===== src/rtl/coproc_cfg_pkg.sv =====
// package: register indices, tie-off field layout, decode status and bus request types
// assumes bit 0 of each tie-off vector maps to bit 0 of its register
package coproc_cfg_pkg;
    // ****************************************
    // register file shape
    // ****************************************
    localparam int NUM_USER_INSTR = 8;
    localparam int USER_INSTR_W = 24;
    localparam int CTRL_W = 16;
    localparam int IDX_W = 3;
    localparam int ADDR_W = 4;
    localparam int DATA_W = 32;
    // register numbers: user-instruction registers one to eight at 0..7, control at 8
    localparam logic [ADDR_W-1:0] ADDR_USER_INSTR_1 = 4'h0;
    localparam logic [ADDR_W-1:0] ADDR_CTRL = 4'h8;
    // ****************************************
    // user-instruction register fields (bit positions)
    // ****************************************
    localparam int UI_PRI_OPCODE_SEL = 0;
    localparam int UI_EXT_OPCODE_LO = 1;
    localparam int UI_EXT_OPCODE_HI = 11;
    localparam int UI_PRIVILEGED = 12;
    localparam int UI_OPERAND_A_EN = 13;
    localparam int UI_OPERAND_B_EN = 14;
    localparam int UI_REG_WRITE_EN = 15;
    localparam int UI_OVERFLOW_UPD_EN = 16;
    localparam int UI_CARRY_UPD_EN = 17;
    localparam int UI_COND_FIELD_LO = 18;
    localparam int UI_COND_FIELD_HI = 20;
    localparam int UI_TYPE_LO = 21;
    localparam int UI_TYPE_HI = 22;
    localparam int UI_ENTRY_EN = 23;
    // ****************************************
    // control register fields (bit positions)
    // ****************************************
    localparam int CT_LOADSTORE_DECODE_DIS = 0;
    localparam int CT_USER_INSTR_DECODE_DIS = 1;
    localparam int CT_FORCE_USER_NONBLOCKING = 2;
    localparam int CT_FLOAT_DECODE_DIS = 3;
    localparam int CT_FLOAT_CMP_ARITH_DIS = 4;
    localparam int CT_FLOAT_CONVERT_DIS = 5;
    localparam int CT_FLOAT_ESTIMATE_DIS = 6;
    localparam int CT_FORCE_FLOAT_NONBLOCKING = 7;
    localparam int CT_STORE_WRITEBACK_PERMIT = 8;
    localparam int CT_LOADSTORE_PRIVILEGED = 9;
    localparam int CT_FORCE_ALIGNMENT = 10;
    localparam int CT_LITTLE_ENDIAN_TRAP = 11;
    localparam int CT_BIG_ENDIAN_TRAP = 12;
    localparam int CT_BIG_ENDIAN_STEERING = 13;
    localparam int CT_CLOCK_DIVIDE_SETTING = 14;
    localparam int CT_COPROCESSOR_ENABLE = 15;
    // ****************************************
    // carriers
    // ****************************************
    typedef struct packed {
        logic carry_flag_out;
        logic controller_decoded_flag;
        logic [IDX_W-1:0] matched_user_instr_index;
        logic matched_user_instr_valid;
    } decode_status_t;
    typedef struct packed {
        logic wr;
        logic rd;
        logic [ADDR_W-1:0] addr;
        logic [DATA_W-1:0] wdata;
    } reg_req_t;
endpackage : coproc_cfg_pkg


===== src/rtl/coproc_cfg_reset_and_decode.sv =====
// configuration registers with tie-off reset values, plus decode status to the coprocessor
// assumes instruction fields and carry come from same-clock processor logic
//
// Summary of operation
// - carry output follows the processor carry flag
// - decoded flag high when controller itself decoded the presented instruction
// - three-bit index of matched user instruction with separate valid qualifier
// - reset clears all configuration registers; they load from their tie-off vectors on the first enabled clock after release
// - after reset software may overwrite any configuration register over the bus
// - eight 24-bit user-instruction registers, each reset from its own vector
// - one 16-bit control register reset from a 16-bit vector
// - user bits 0..15: opcode select, extended opcode, privileged, operands, write
// - user bits 16..23: overflow, carry, condition field, type, entry enable
// - control bits 0..7: decode disables and forced non-blocking modes
// - control bits 8..15: store, privilege, alignment, endian, divide, enable
`timescale 1ns/10ps
module coproc_cfg_reset_and_decode
    import coproc_cfg_pkg::*;
(
    // clock, reset, enable
    input wire logic clk_i,
    input wire logic sys_rst_i,
    input wire logic clk_en_i,
    // tie-off vectors
    input wire logic [NUM_USER_INSTR*USER_INSTR_W-1:0] user_instr_tie_vector_i,
    input wire logic [CTRL_W-1:0] control_tie_vector_i,
    // device control register bus
    input wire reg_req_t reg_req_i,
    output logic [DATA_W-1:0] reg_rdata_o,
    output logic reg_ack_o,
    // instruction being presented to the coprocessor
    input wire logic instr_valid_i,
    input wire logic [5:0] instr_primary_opcode_i,
    input wire logic [10:0] instr_extended_opcode_i,
    input wire logic carry_flag_i,
    // decode status toward the coprocessor
    output decode_status_t decode_status_o,
    // control register fields used elsewhere in the controller
    output logic [CTRL_W-1:0] coproc_ctrl_config_o
);
    // ****************************************
    // tie-off capture after reset release
    // ****************************************
    logic load_pending_q;
    always_ff @(posedge clk_i or posedge sys_rst_i) begin
        if (sys_rst_i) begin
            load_pending_q <= 1'b1;
        end else if (clk_en_i) begin
            load_pending_q <= 1'b0;
        end
    end

    // ****************************************
    // register file
    // ****************************************
    logic [USER_INSTR_W-1:0] user_instr_cfg_q [NUM_USER_INSTR];
    logic [CTRL_W-1:0] coproc_ctrl_config_q;
    wire logic wr_ctrl = reg_req_i.wr && (reg_req_i.addr == ADDR_CTRL);

    for (genvar g = 0; g < NUM_USER_INSTR; g++) begin : g_ui
        localparam logic [ADDR_W-1:0] ADDR_G = ADDR_USER_INSTR_1 + ADDR_W'(g);
        wire logic wr_g = reg_req_i.wr && (reg_req_i.addr == ADDR_G);
        always_ff @(posedge clk_i or posedge sys_rst_i) begin
            if (sys_rst_i) begin
                user_instr_cfg_q[g] <= '0;
            end else if (clk_en_i) begin
                if (load_pending_q) begin
                    user_instr_cfg_q[g] <= user_instr_tie_vector_i[g*USER_INSTR_W +: USER_INSTR_W];
                end else if (wr_g) begin
                    user_instr_cfg_q[g] <= reg_req_i.wdata[USER_INSTR_W-1:0];
                end
            end
        end
    end

    always_ff @(posedge clk_i or posedge sys_rst_i) begin
        if (sys_rst_i) begin
            coproc_ctrl_config_q <= '0;
        end else if (clk_en_i) begin
            if (load_pending_q) begin
                coproc_ctrl_config_q <= control_tie_vector_i;
            end else if (wr_ctrl) begin
                coproc_ctrl_config_q <= reg_req_i.wdata[CTRL_W-1:0];
            end
        end
    end

    // ****************************************
    // register read
    // ****************************************
    wire logic addr_is_ui = reg_req_i.addr < (ADDR_USER_INSTR_1 + ADDR_W'(NUM_USER_INSTR));
    wire logic [2:0] ui_sel = reg_req_i.addr[2:0];
    wire logic [DATA_W-1:0] rd_mux = addr_is_ui ?
        {{(DATA_W-USER_INSTR_W){1'b0}}, user_instr_cfg_q[ui_sel]} :
        (reg_req_i.addr == ADDR_CTRL) ? {{(DATA_W-CTRL_W){1'b0}}, coproc_ctrl_config_q} : '0;

    always_ff @(posedge clk_i or posedge sys_rst_i) begin
        if (sys_rst_i) begin
            reg_rdata_o <= '0;
            reg_ack_o <= 1'b0;
        end else if (clk_en_i) begin
            reg_ack_o <= reg_req_i.wr || reg_req_i.rd;
            reg_rdata_o <= reg_req_i.rd ? rd_mux : '0;
        end
    end

    // ****************************************
    // user-instruction match
    // ****************************************
    localparam logic [5:0] USER_PRIMARY_OPCODE_A = 6'h04;
    localparam logic [5:0] USER_PRIMARY_OPCODE_B = 6'h00;
    wire logic [NUM_USER_INSTR-1:0] hit;
    for (genvar g = 0; g < NUM_USER_INSTR; g++) begin : g_match
        wire logic [USER_INSTR_W-1:0] c = user_instr_cfg_q[g];
        wire logic [5:0] prim = c[UI_PRI_OPCODE_SEL] ? USER_PRIMARY_OPCODE_A
                                                    : USER_PRIMARY_OPCODE_B;
        assign hit[g] = c[UI_ENTRY_EN]
            && (instr_primary_opcode_i == prim)
            && (instr_extended_opcode_i == c[UI_EXT_OPCODE_HI:UI_EXT_OPCODE_LO]);
    end

    logic [IDX_W-1:0] hit_idx;
    always_comb begin
        hit_idx = '0;
        for (int i = NUM_USER_INSTR - 1; i >= 0; i--) begin
            if (hit[i]) begin
                hit_idx = IDX_W'(i);
            end
        end
    end

    wire logic ui_decode_on = coproc_ctrl_config_q[CT_COPROCESSOR_ENABLE]
        && !coproc_ctrl_config_q[CT_USER_INSTR_DECODE_DIS];
    wire logic any_hit = instr_valid_i && ui_decode_on && (|hit);

    // ****************************************
    // decode status outputs
    // ****************************************
    always_ff @(posedge clk_i or posedge sys_rst_i) begin
        if (sys_rst_i) begin
            decode_status_o <= '0;
        end else if (clk_en_i) begin
            decode_status_o.carry_flag_out <= carry_flag_i;
            decode_status_o.controller_decoded_flag <= any_hit;
            decode_status_o.matched_user_instr_index <= any_hit ? hit_idx : '0;
            decode_status_o.matched_user_instr_valid <= any_hit;
        end
    end

    always_ff @(posedge clk_i or posedge sys_rst_i) begin
        if (sys_rst_i) begin
            coproc_ctrl_config_o <= '0;
        end else if (clk_en_i) begin
            coproc_ctrl_config_o <= coproc_ctrl_config_q;
        end
    end

    // ****************************************
    // assertions
    // ****************************************
    property p_carry;
        @(posedge clk_i) disable iff (sys_rst_i)
        clk_en_i |=> decode_status_o.carry_flag_out == $past(carry_flag_i);
    endproperty
    a_carry: assert property (p_carry) else $error("carry out mismatch");

    property p_decoded;
        @(posedge clk_i) disable iff (sys_rst_i)
        (clk_en_i && !any_hit) |=> !decode_status_o.controller_decoded_flag;
    endproperty
    a_decoded: assert property (p_decoded) else $error("decoded flag without match");

    property p_index;
        @(posedge clk_i) disable iff (sys_rst_i)
        (clk_en_i && any_hit) |=> decode_status_o.matched_user_instr_valid
            && ((($past(hit) >> decode_status_o.matched_user_instr_index)
                & NUM_USER_INSTR'(1)) != '0)
            && (($past(hit) & ((NUM_USER_INSTR'(1) << decode_status_o.matched_user_instr_index)
                - NUM_USER_INSTR'(1))) == '0);
    endproperty
    a_index: assert property (p_index) else $error("index not lowest match");

    property p_tie_load;
        @(posedge clk_i) disable iff (sys_rst_i)
        (clk_en_i && load_pending_q) |=> coproc_ctrl_config_q == $past(control_tie_vector_i);
    endproperty
    a_tie_load: assert property (p_tie_load) else $error("control not loaded from tie");

    property p_write;
        @(posedge clk_i) disable iff (sys_rst_i)
        (clk_en_i && !load_pending_q && wr_ctrl)
            |=> coproc_ctrl_config_q == $past(reg_req_i.wdata[CTRL_W-1:0]);
    endproperty
    a_write: assert property (p_write) else $error("control write lost");

    property p_ui_load;
        @(posedge clk_i) disable iff (sys_rst_i)
        (clk_en_i && load_pending_q)
            |=> user_instr_cfg_q[NUM_USER_INSTR-1]
            == $past(user_instr_tie_vector_i[(NUM_USER_INSTR-1)*USER_INSTR_W +: USER_INSTR_W]);
    endproperty
    a_ui_load: assert property (p_ui_load) else $error("user reg 8 not loaded");

    property p_ctrl_out;
        @(posedge clk_i) disable iff (sys_rst_i)
        clk_en_i |=> coproc_ctrl_config_o == $past(coproc_ctrl_config_q);
    endproperty
    a_ctrl_out: assert property (p_ctrl_out) else $error("control output stale");

    property p_disable;
        @(posedge clk_i) disable iff (sys_rst_i)
        (clk_en_i && coproc_ctrl_config_q[CT_USER_INSTR_DECODE_DIS])
            |=> !decode_status_o.matched_user_instr_valid;
    endproperty
    a_disable: assert property (p_disable) else $error("decode while disabled");

    property p_persist;
        @(posedge clk_i) disable iff (sys_rst_i)
        (!load_pending_q && !wr_ctrl) |=> $stable(coproc_ctrl_config_q);
    endproperty
    a_persist: assert property (p_persist) else $error("control changed unwritten");

    c_hit: cover property (@(posedge clk_i) disable iff (sys_rst_i) any_hit && clk_en_i);
    c_write: cover property (@(posedge clk_i) disable iff (sys_rst_i) wr_ctrl && clk_en_i);
    c_read: cover property (@(posedge clk_i) disable iff (sys_rst_i) reg_req_i.rd && clk_en_i);
endmodule : coproc_cfg_reset_and_decode


===== config.mk =====
export PLATFORM = sky130hd
export DESIGN_NAME = coproc_cfg_reset_and_decode
export DESIGN_NICKNAME = d
export VERILOG_FILES = /design/src/rtl/coproc_cfg_pkg.sv /design/src/rtl/coproc_cfg_reset_and_decode.sv
export SDC_FILE = /design/constraint.sdc
export NUM_CORES = 1
export LEC_CHECK = 0
export ABC_AREA = 1
export BUFFER_PORTS_ARGS = -buffer_cell sky130_fd_sc_hd__buf_2
export CORE_MARGIN = 5
export CORE_UTILIZATION = 55
export DETAILED_ROUTE_END_ITERATION = 16
export PLACE_DENSITY = 0.84
export SYNTH_ARGS = -nofsm -noshare
export SYNTH_HDL_FRONTEND = slang
export SYNTH_SLANG_ARGS = --single-unit
export TNS_END_PERCENT = 10

===== constraint.sdc =====
create_clock -name clk_i -period 8.97 [get_ports clk_i]
set_input_delay 1.3455 -clock clk_i [delete_from_list [all_inputs] [get_ports clk_i]]
set_output_delay 1.3455 -clock clk_i [all_outputs]
set_load 0.03 [all_outputs]

==> metrics.md <==
| Metric | Value |
|---|---|
| Result of the run | finished, final reports clean |
| Setup total negative slack | 0 ns |
| Power per standard cell area | 214 nW/um^2 |
| Via density per instance | 5.87 |
| Post-CTS setup repair buffer count | 0 |
| Global-route wire length before repair | 75000 um |
| Fill cell count | 2220 |
| Type of the worst setup path | input pin to flop |
| Placed Instance Area | 15400 um^2 |
| Total power consumption of the routed design | 3500 uW |
| Critical Path Sink Type | flop |
| Largest net degree at the start of global routing | 123 |
| Storage cell area | 6390 um^2 |
| Dominant cells by area after synthesis | sky130_fd_sc_hd__dfrtp_1, sky130_fd_sc_hd__nand2_1, sky130_fd_sc_hd__a31oi_1 |
| Post-CTS clock slew at the launch and capture registers of the worst setup and hold paths | 0.06 ns |
| CTS tree | built |
| Wire per inst | 20.1 um |
| Max Cap Violations | 0 |
| Core region area | 25200 um^2 |
| Critical path data arrival time | 4.80 ns |
| Number of max-slew violations in the final report | 0 |
| Clk root buf | sky130_fd_sc_hd__clkbuf_16 |
| Post-synth cell types | 37 |
| Total clock buffers created by CTS | 27 |
| Area share of the largest cell type after synthesis | 0.452 |
| Post-Syn Area | 14000 um^2 |
| Maximum fanout along the worst path | 38 |
| Total Nets Final | 2362 |
| Final weighted congestion of routability-driven global placement | 1.00 |
| Number of detailed-routing iterations run before antenna repair | 6 |
| Detailed router's first-iteration violation count | 1505 |
| Initial Utilization | 0.558 |
| Cells after synthesis | 1866 |
| DIE WIDTH | 170 um |
| Cell Count Post-Placement | 2395 |
| Clock insertion delay at the later pin of the skew report | 0.55 ns |
| Worst path slowest cell | sky130_fd_sc_hd__inv_2 |
| Maximum count of clock buffers along a single path | 3 |
| Share of layout cells above drive strength 1 | 0.195 |
| Max Clk Rate | 230 MHz |
| Height of the die | 170 um |
| Final WL | 49200 um |
| Longest individual stage delay on the worst path | 0.85 ns |
| Required time of the worst setup path | 9.43 ns |
| Synthesized area per cell | 7.53 um^2 |
| Sequential share of the synthesized area | 0.454 |
| Summed area of non-filler cells in the final layout | 16300 um^2 |
| Residual antenna-violating net count after detailed routing | 0 |
| Overall global routing resource usage | 0.330 |
| Drt drc | 0 |
| Number of vias in the routed layout | 14379 |
| Number of antenna violations at the first check in global routing | 9 |
| Worst hold-check path type | flop to flop |
| Standard-cell row count | 58 |
| Leakage Power | 0.00775 uW |
| Period utilization | 0.484 |
| Post-synthesis register bit count | 255 |
| RSZ-0062 raised after global routing | no |
| Count of instances resized after the clock tree is built | 0 |
| Leading area contributor after synthesis | sky130_fd_sc_hd__dfrtp_1 |
| Worst slew pin tran | 1.23 ns |
| Clock skew after layout | 0.0118 ns |
| Syn-to-layout area delta | 16.2% |
| Multi-input combinational cell area | 6420 um^2 |
| Startpoint class of the critical path | input pin |
| Critical path, cell by cell | buf_2 > buf_4 > inv_2 > nand2_1 > inv_2 > nand3_1 > a21oi_4 > buf_4 > nor2_1 > a31oi_1 |
| H-tree level count | 1 |
| Worst slew margin | 0.175 |
| I/O Buffers | 306 |
| Final setup violation count | 0 |
| Number of global-route vias before repair | 13874 |
| Min cycle time layout | 4.34 ns |
| Detail Placement HPWL | 35400 um |
| Total number of clock tree sinks | 255 |
| Worst vdd ir | 123 uV |
| Overflow left after global routing | 0 |
| Non-filler instance count after layout | 2449 |
| Area of the die | 28800 um^2 |
| Ports | 323 |
| Warning count from the yosys run | 0 |
| Hold-fix buffer count after cts | 0 |
| Number of endpoints with negative hold slack in the final report | 0 |
-- worst max-delay path: cells and delay by family --
family,cells,cell delay (ns)
AOI/OAI and AO/OA,2,0.70
buffers and inverters,5,1.84
and+or+nand+nor,3,0.86
-- stage by stage --
stage          utilization  setup slack, ns  hold slack, ns
2_1_floorplan            -            0.613           0.517
5_1_grt              0.648             4.46           0.506
3_3_place_gp         0.612             4.27           0.459
6_report             0.648             4.63           0.470
4_1_cts              0.648             4.79           0.473
3_5_place_dp         0.612             4.22           0.458
-- power by group --
group	switching [uW]	internal, uW	total [uW]
registers	179	1390	1570
clock network	474	668	1140
logic	484	305	789
-- path summary, 6_finish.rpt --
path | startpoint | endpoint | slack, ns | depth (start not counted)
worst max-delay path | reg_req_i[33] | g_match[5].c[4] | 4.63 | 10
worst min register to register | decode_status_o[5] | decode_status_o[5] | 0.47 | 2
worst min-delay path | decode_status_o[5] | decode_status_o[5] | 0.47 | 2
max in group asynchronous | sys_rst_i | g_match[2].c[20] | 6.35 | 3
worst max register to register | load_pending_q | g_match[0].c[11] | 5.77 | 5
min in group asynchronous | sys_rst_i | reg_rdata_o[21] | 0.92 | 2
-- cells in the final DEF, fill, tap and decap left out, types with 2 or more instances in the layout --
| master | count |
|---|---|
| sky130_fd_sc_hd__a31oi_1 | 212 |
| sky130_fd_sc_hd__dfrtp_1 | 254 |
| sky130_fd_sc_hd__a21oi_4 | 4 |
| sky130_fd_sc_hd__nor2_2 | 7 |
| sky130_fd_sc_hd__a21oi_1 | 6 |
| sky130_fd_sc_hd__clkbuf_16 | 27 |
| sky130_fd_sc_hd__clkbuf_1 | 4 |
| sky130_fd_sc_hd__nand4_1 | 6 |
| sky130_fd_sc_hd__nand2_1 | 540 |
| sky130_fd_sc_hd__xnor2_1 | 6 |
| sky130_fd_sc_hd__o21ai_1 | 19 |
| sky130_fd_sc_hd__nand2_2 | 3 |
| sky130_fd_sc_hd__buf_4 | 13 |
| sky130_fd_sc_hd__o221ai_1 | 2 |
| sky130_fd_sc_hd__buf_2 | 306 |
| sky130_fd_sc_hd__xor2_1 | 2 |
| sky130_fd_sc_hd__conb_1 | 8 |
| sky130_fd_sc_hd__o211ai_1 | 22 |
| sky130_fd_sc_hd__a211oi_1 | 2 |
| sky130_fd_sc_hd__a31oi_2 | 10 |
| sky130_fd_sc_hd__clkbuf_8 | 7 |
| sky130_fd_sc_hd__nor2_1 | 291 |
| sky130_fd_sc_hd__o22ai_1 | 41 |
| sky130_fd_sc_hd__diode_2 | 4 |
| sky130_fd_sc_hd__inv_2 | 14 |
| sky130_fd_sc_hd__nor2_4 | 6 |
| sky130_fd_sc_hd__nand3_1 | 50 |
| sky130_fd_sc_hd__clkinv_2 | 7 |
| sky130_fd_sc_hd__o2bb2ai_1 | 2 |
| sky130_fd_sc_hd__a22oi_1 | 16 |
| sky130_fd_sc_hd__inv_1 | 128 |
| sky130_fd_sc_hd__o21ai_0 | 64 |
| sky130_fd_sc_hd__bufinv_16 | 2 |
| sky130_fd_sc_hd__clkinvlp_4 | 2 |
| sky130_fd_sc_hd__a22o_1 | 23 |
-- cells by family after synthesis --
group / synth area share
AOI/OAI and AO/OA: 0.195
buffers and inverters: 0.0940
other: 0.000267
xor gates and xnor gates: 0.00499
DFF: 0.454
and+or+nand+nor: 0.252
-- layer usage --
layer / part of all wire / global-route usage
met1: 0.40 / 0.460
met2: 0.44 / 0.501
met3: 0.12 / 0.0883
met4: 0.035 / 0.119
met5: 0.0012 / 0
-- cell type report --
cell class,count,area share
diodes,4,0.000613
clock buffers,38,0.0482
clock inverters,12,0.00728
inverters,145,0.0340
multi-input cells,1346,0.394
flip-flops and latches,255,0.391
well taps,330,0.0253
repair buffers,319,0.0998
-- sequential cells by signal, indices dropped and copies added, names as in the netlist --
| signal | flops |
|---|---|
| coproc_ctrl_config_o | 16 |
| coproc_ctrl_config_q | 16 |
| reg_rdata_o | 24 |
| load_pending_q | 1 |
| g_match.c | 192 |
| decode_status_o | 5 |
| reg_ack_o | 1 |
-- cells in the mapped netlist --
cell type / n
sky130_fd_sc_hd__inv_2: 14
sky130_fd_sc_hd__inv_4: 1
sky130_fd_sc_hd__clkbuf_1: 26
sky130_fd_sc_hd__a211oi_1: 2
sky130_fd_sc_hd__dfrtp_1: 254
sky130_fd_sc_hd__a21oi_2: 2
sky130_fd_sc_hd__nor2_4: 4
sky130_fd_sc_hd__o2bb2ai_1: 2
sky130_fd_sc_hd__o211ai_1: 22
sky130_fd_sc_hd__conb_1: 1
sky130_fd_sc_hd__o22ai_1: 41
sky130_fd_sc_hd__nor2_1: 291
sky130_fd_sc_hd__buf_4: 38
sky130_fd_sc_hd__a21oi_1: 9
sky130_fd_sc_hd__nand3b_1: 1
sky130_fd_sc_hd__o21ai_1: 19
sky130_fd_sc_hd__nand4_1: 6
sky130_fd_sc_hd__a31oi_1: 212
sky130_fd_sc_hd__inv_1: 129
sky130_fd_sc_hd__nor2_2: 9
sky130_fd_sc_hd__a22o_1: 23
sky130_fd_sc_hd__o21ai_0: 64
sky130_fd_sc_hd__o21bai_1: 1
sky130_fd_sc_hd__xnor2_1: 6
sky130_fd_sc_hd__buf_2: 45
sky130_fd_sc_hd__clkinv_1: 1
sky130_fd_sc_hd__dfstp_2: 1
sky130_fd_sc_hd__buf_1: 5
sky130_fd_sc_hd__o221ai_1: 2
sky130_fd_sc_hd__buf_6: 13
sky130_fd_sc_hd__o21a_1: 1
sky130_fd_sc_hd__a22oi_1: 16
sky130_fd_sc_hd__nand2_1: 540
sky130_fd_sc_hd__nand2_2: 3
sky130_fd_sc_hd__a31oi_2: 10
sky130_fd_sc_hd__xor2_1: 2
sky130_fd_sc_hd__nand3_1: 50
Power figures use the tool's default switching activity.
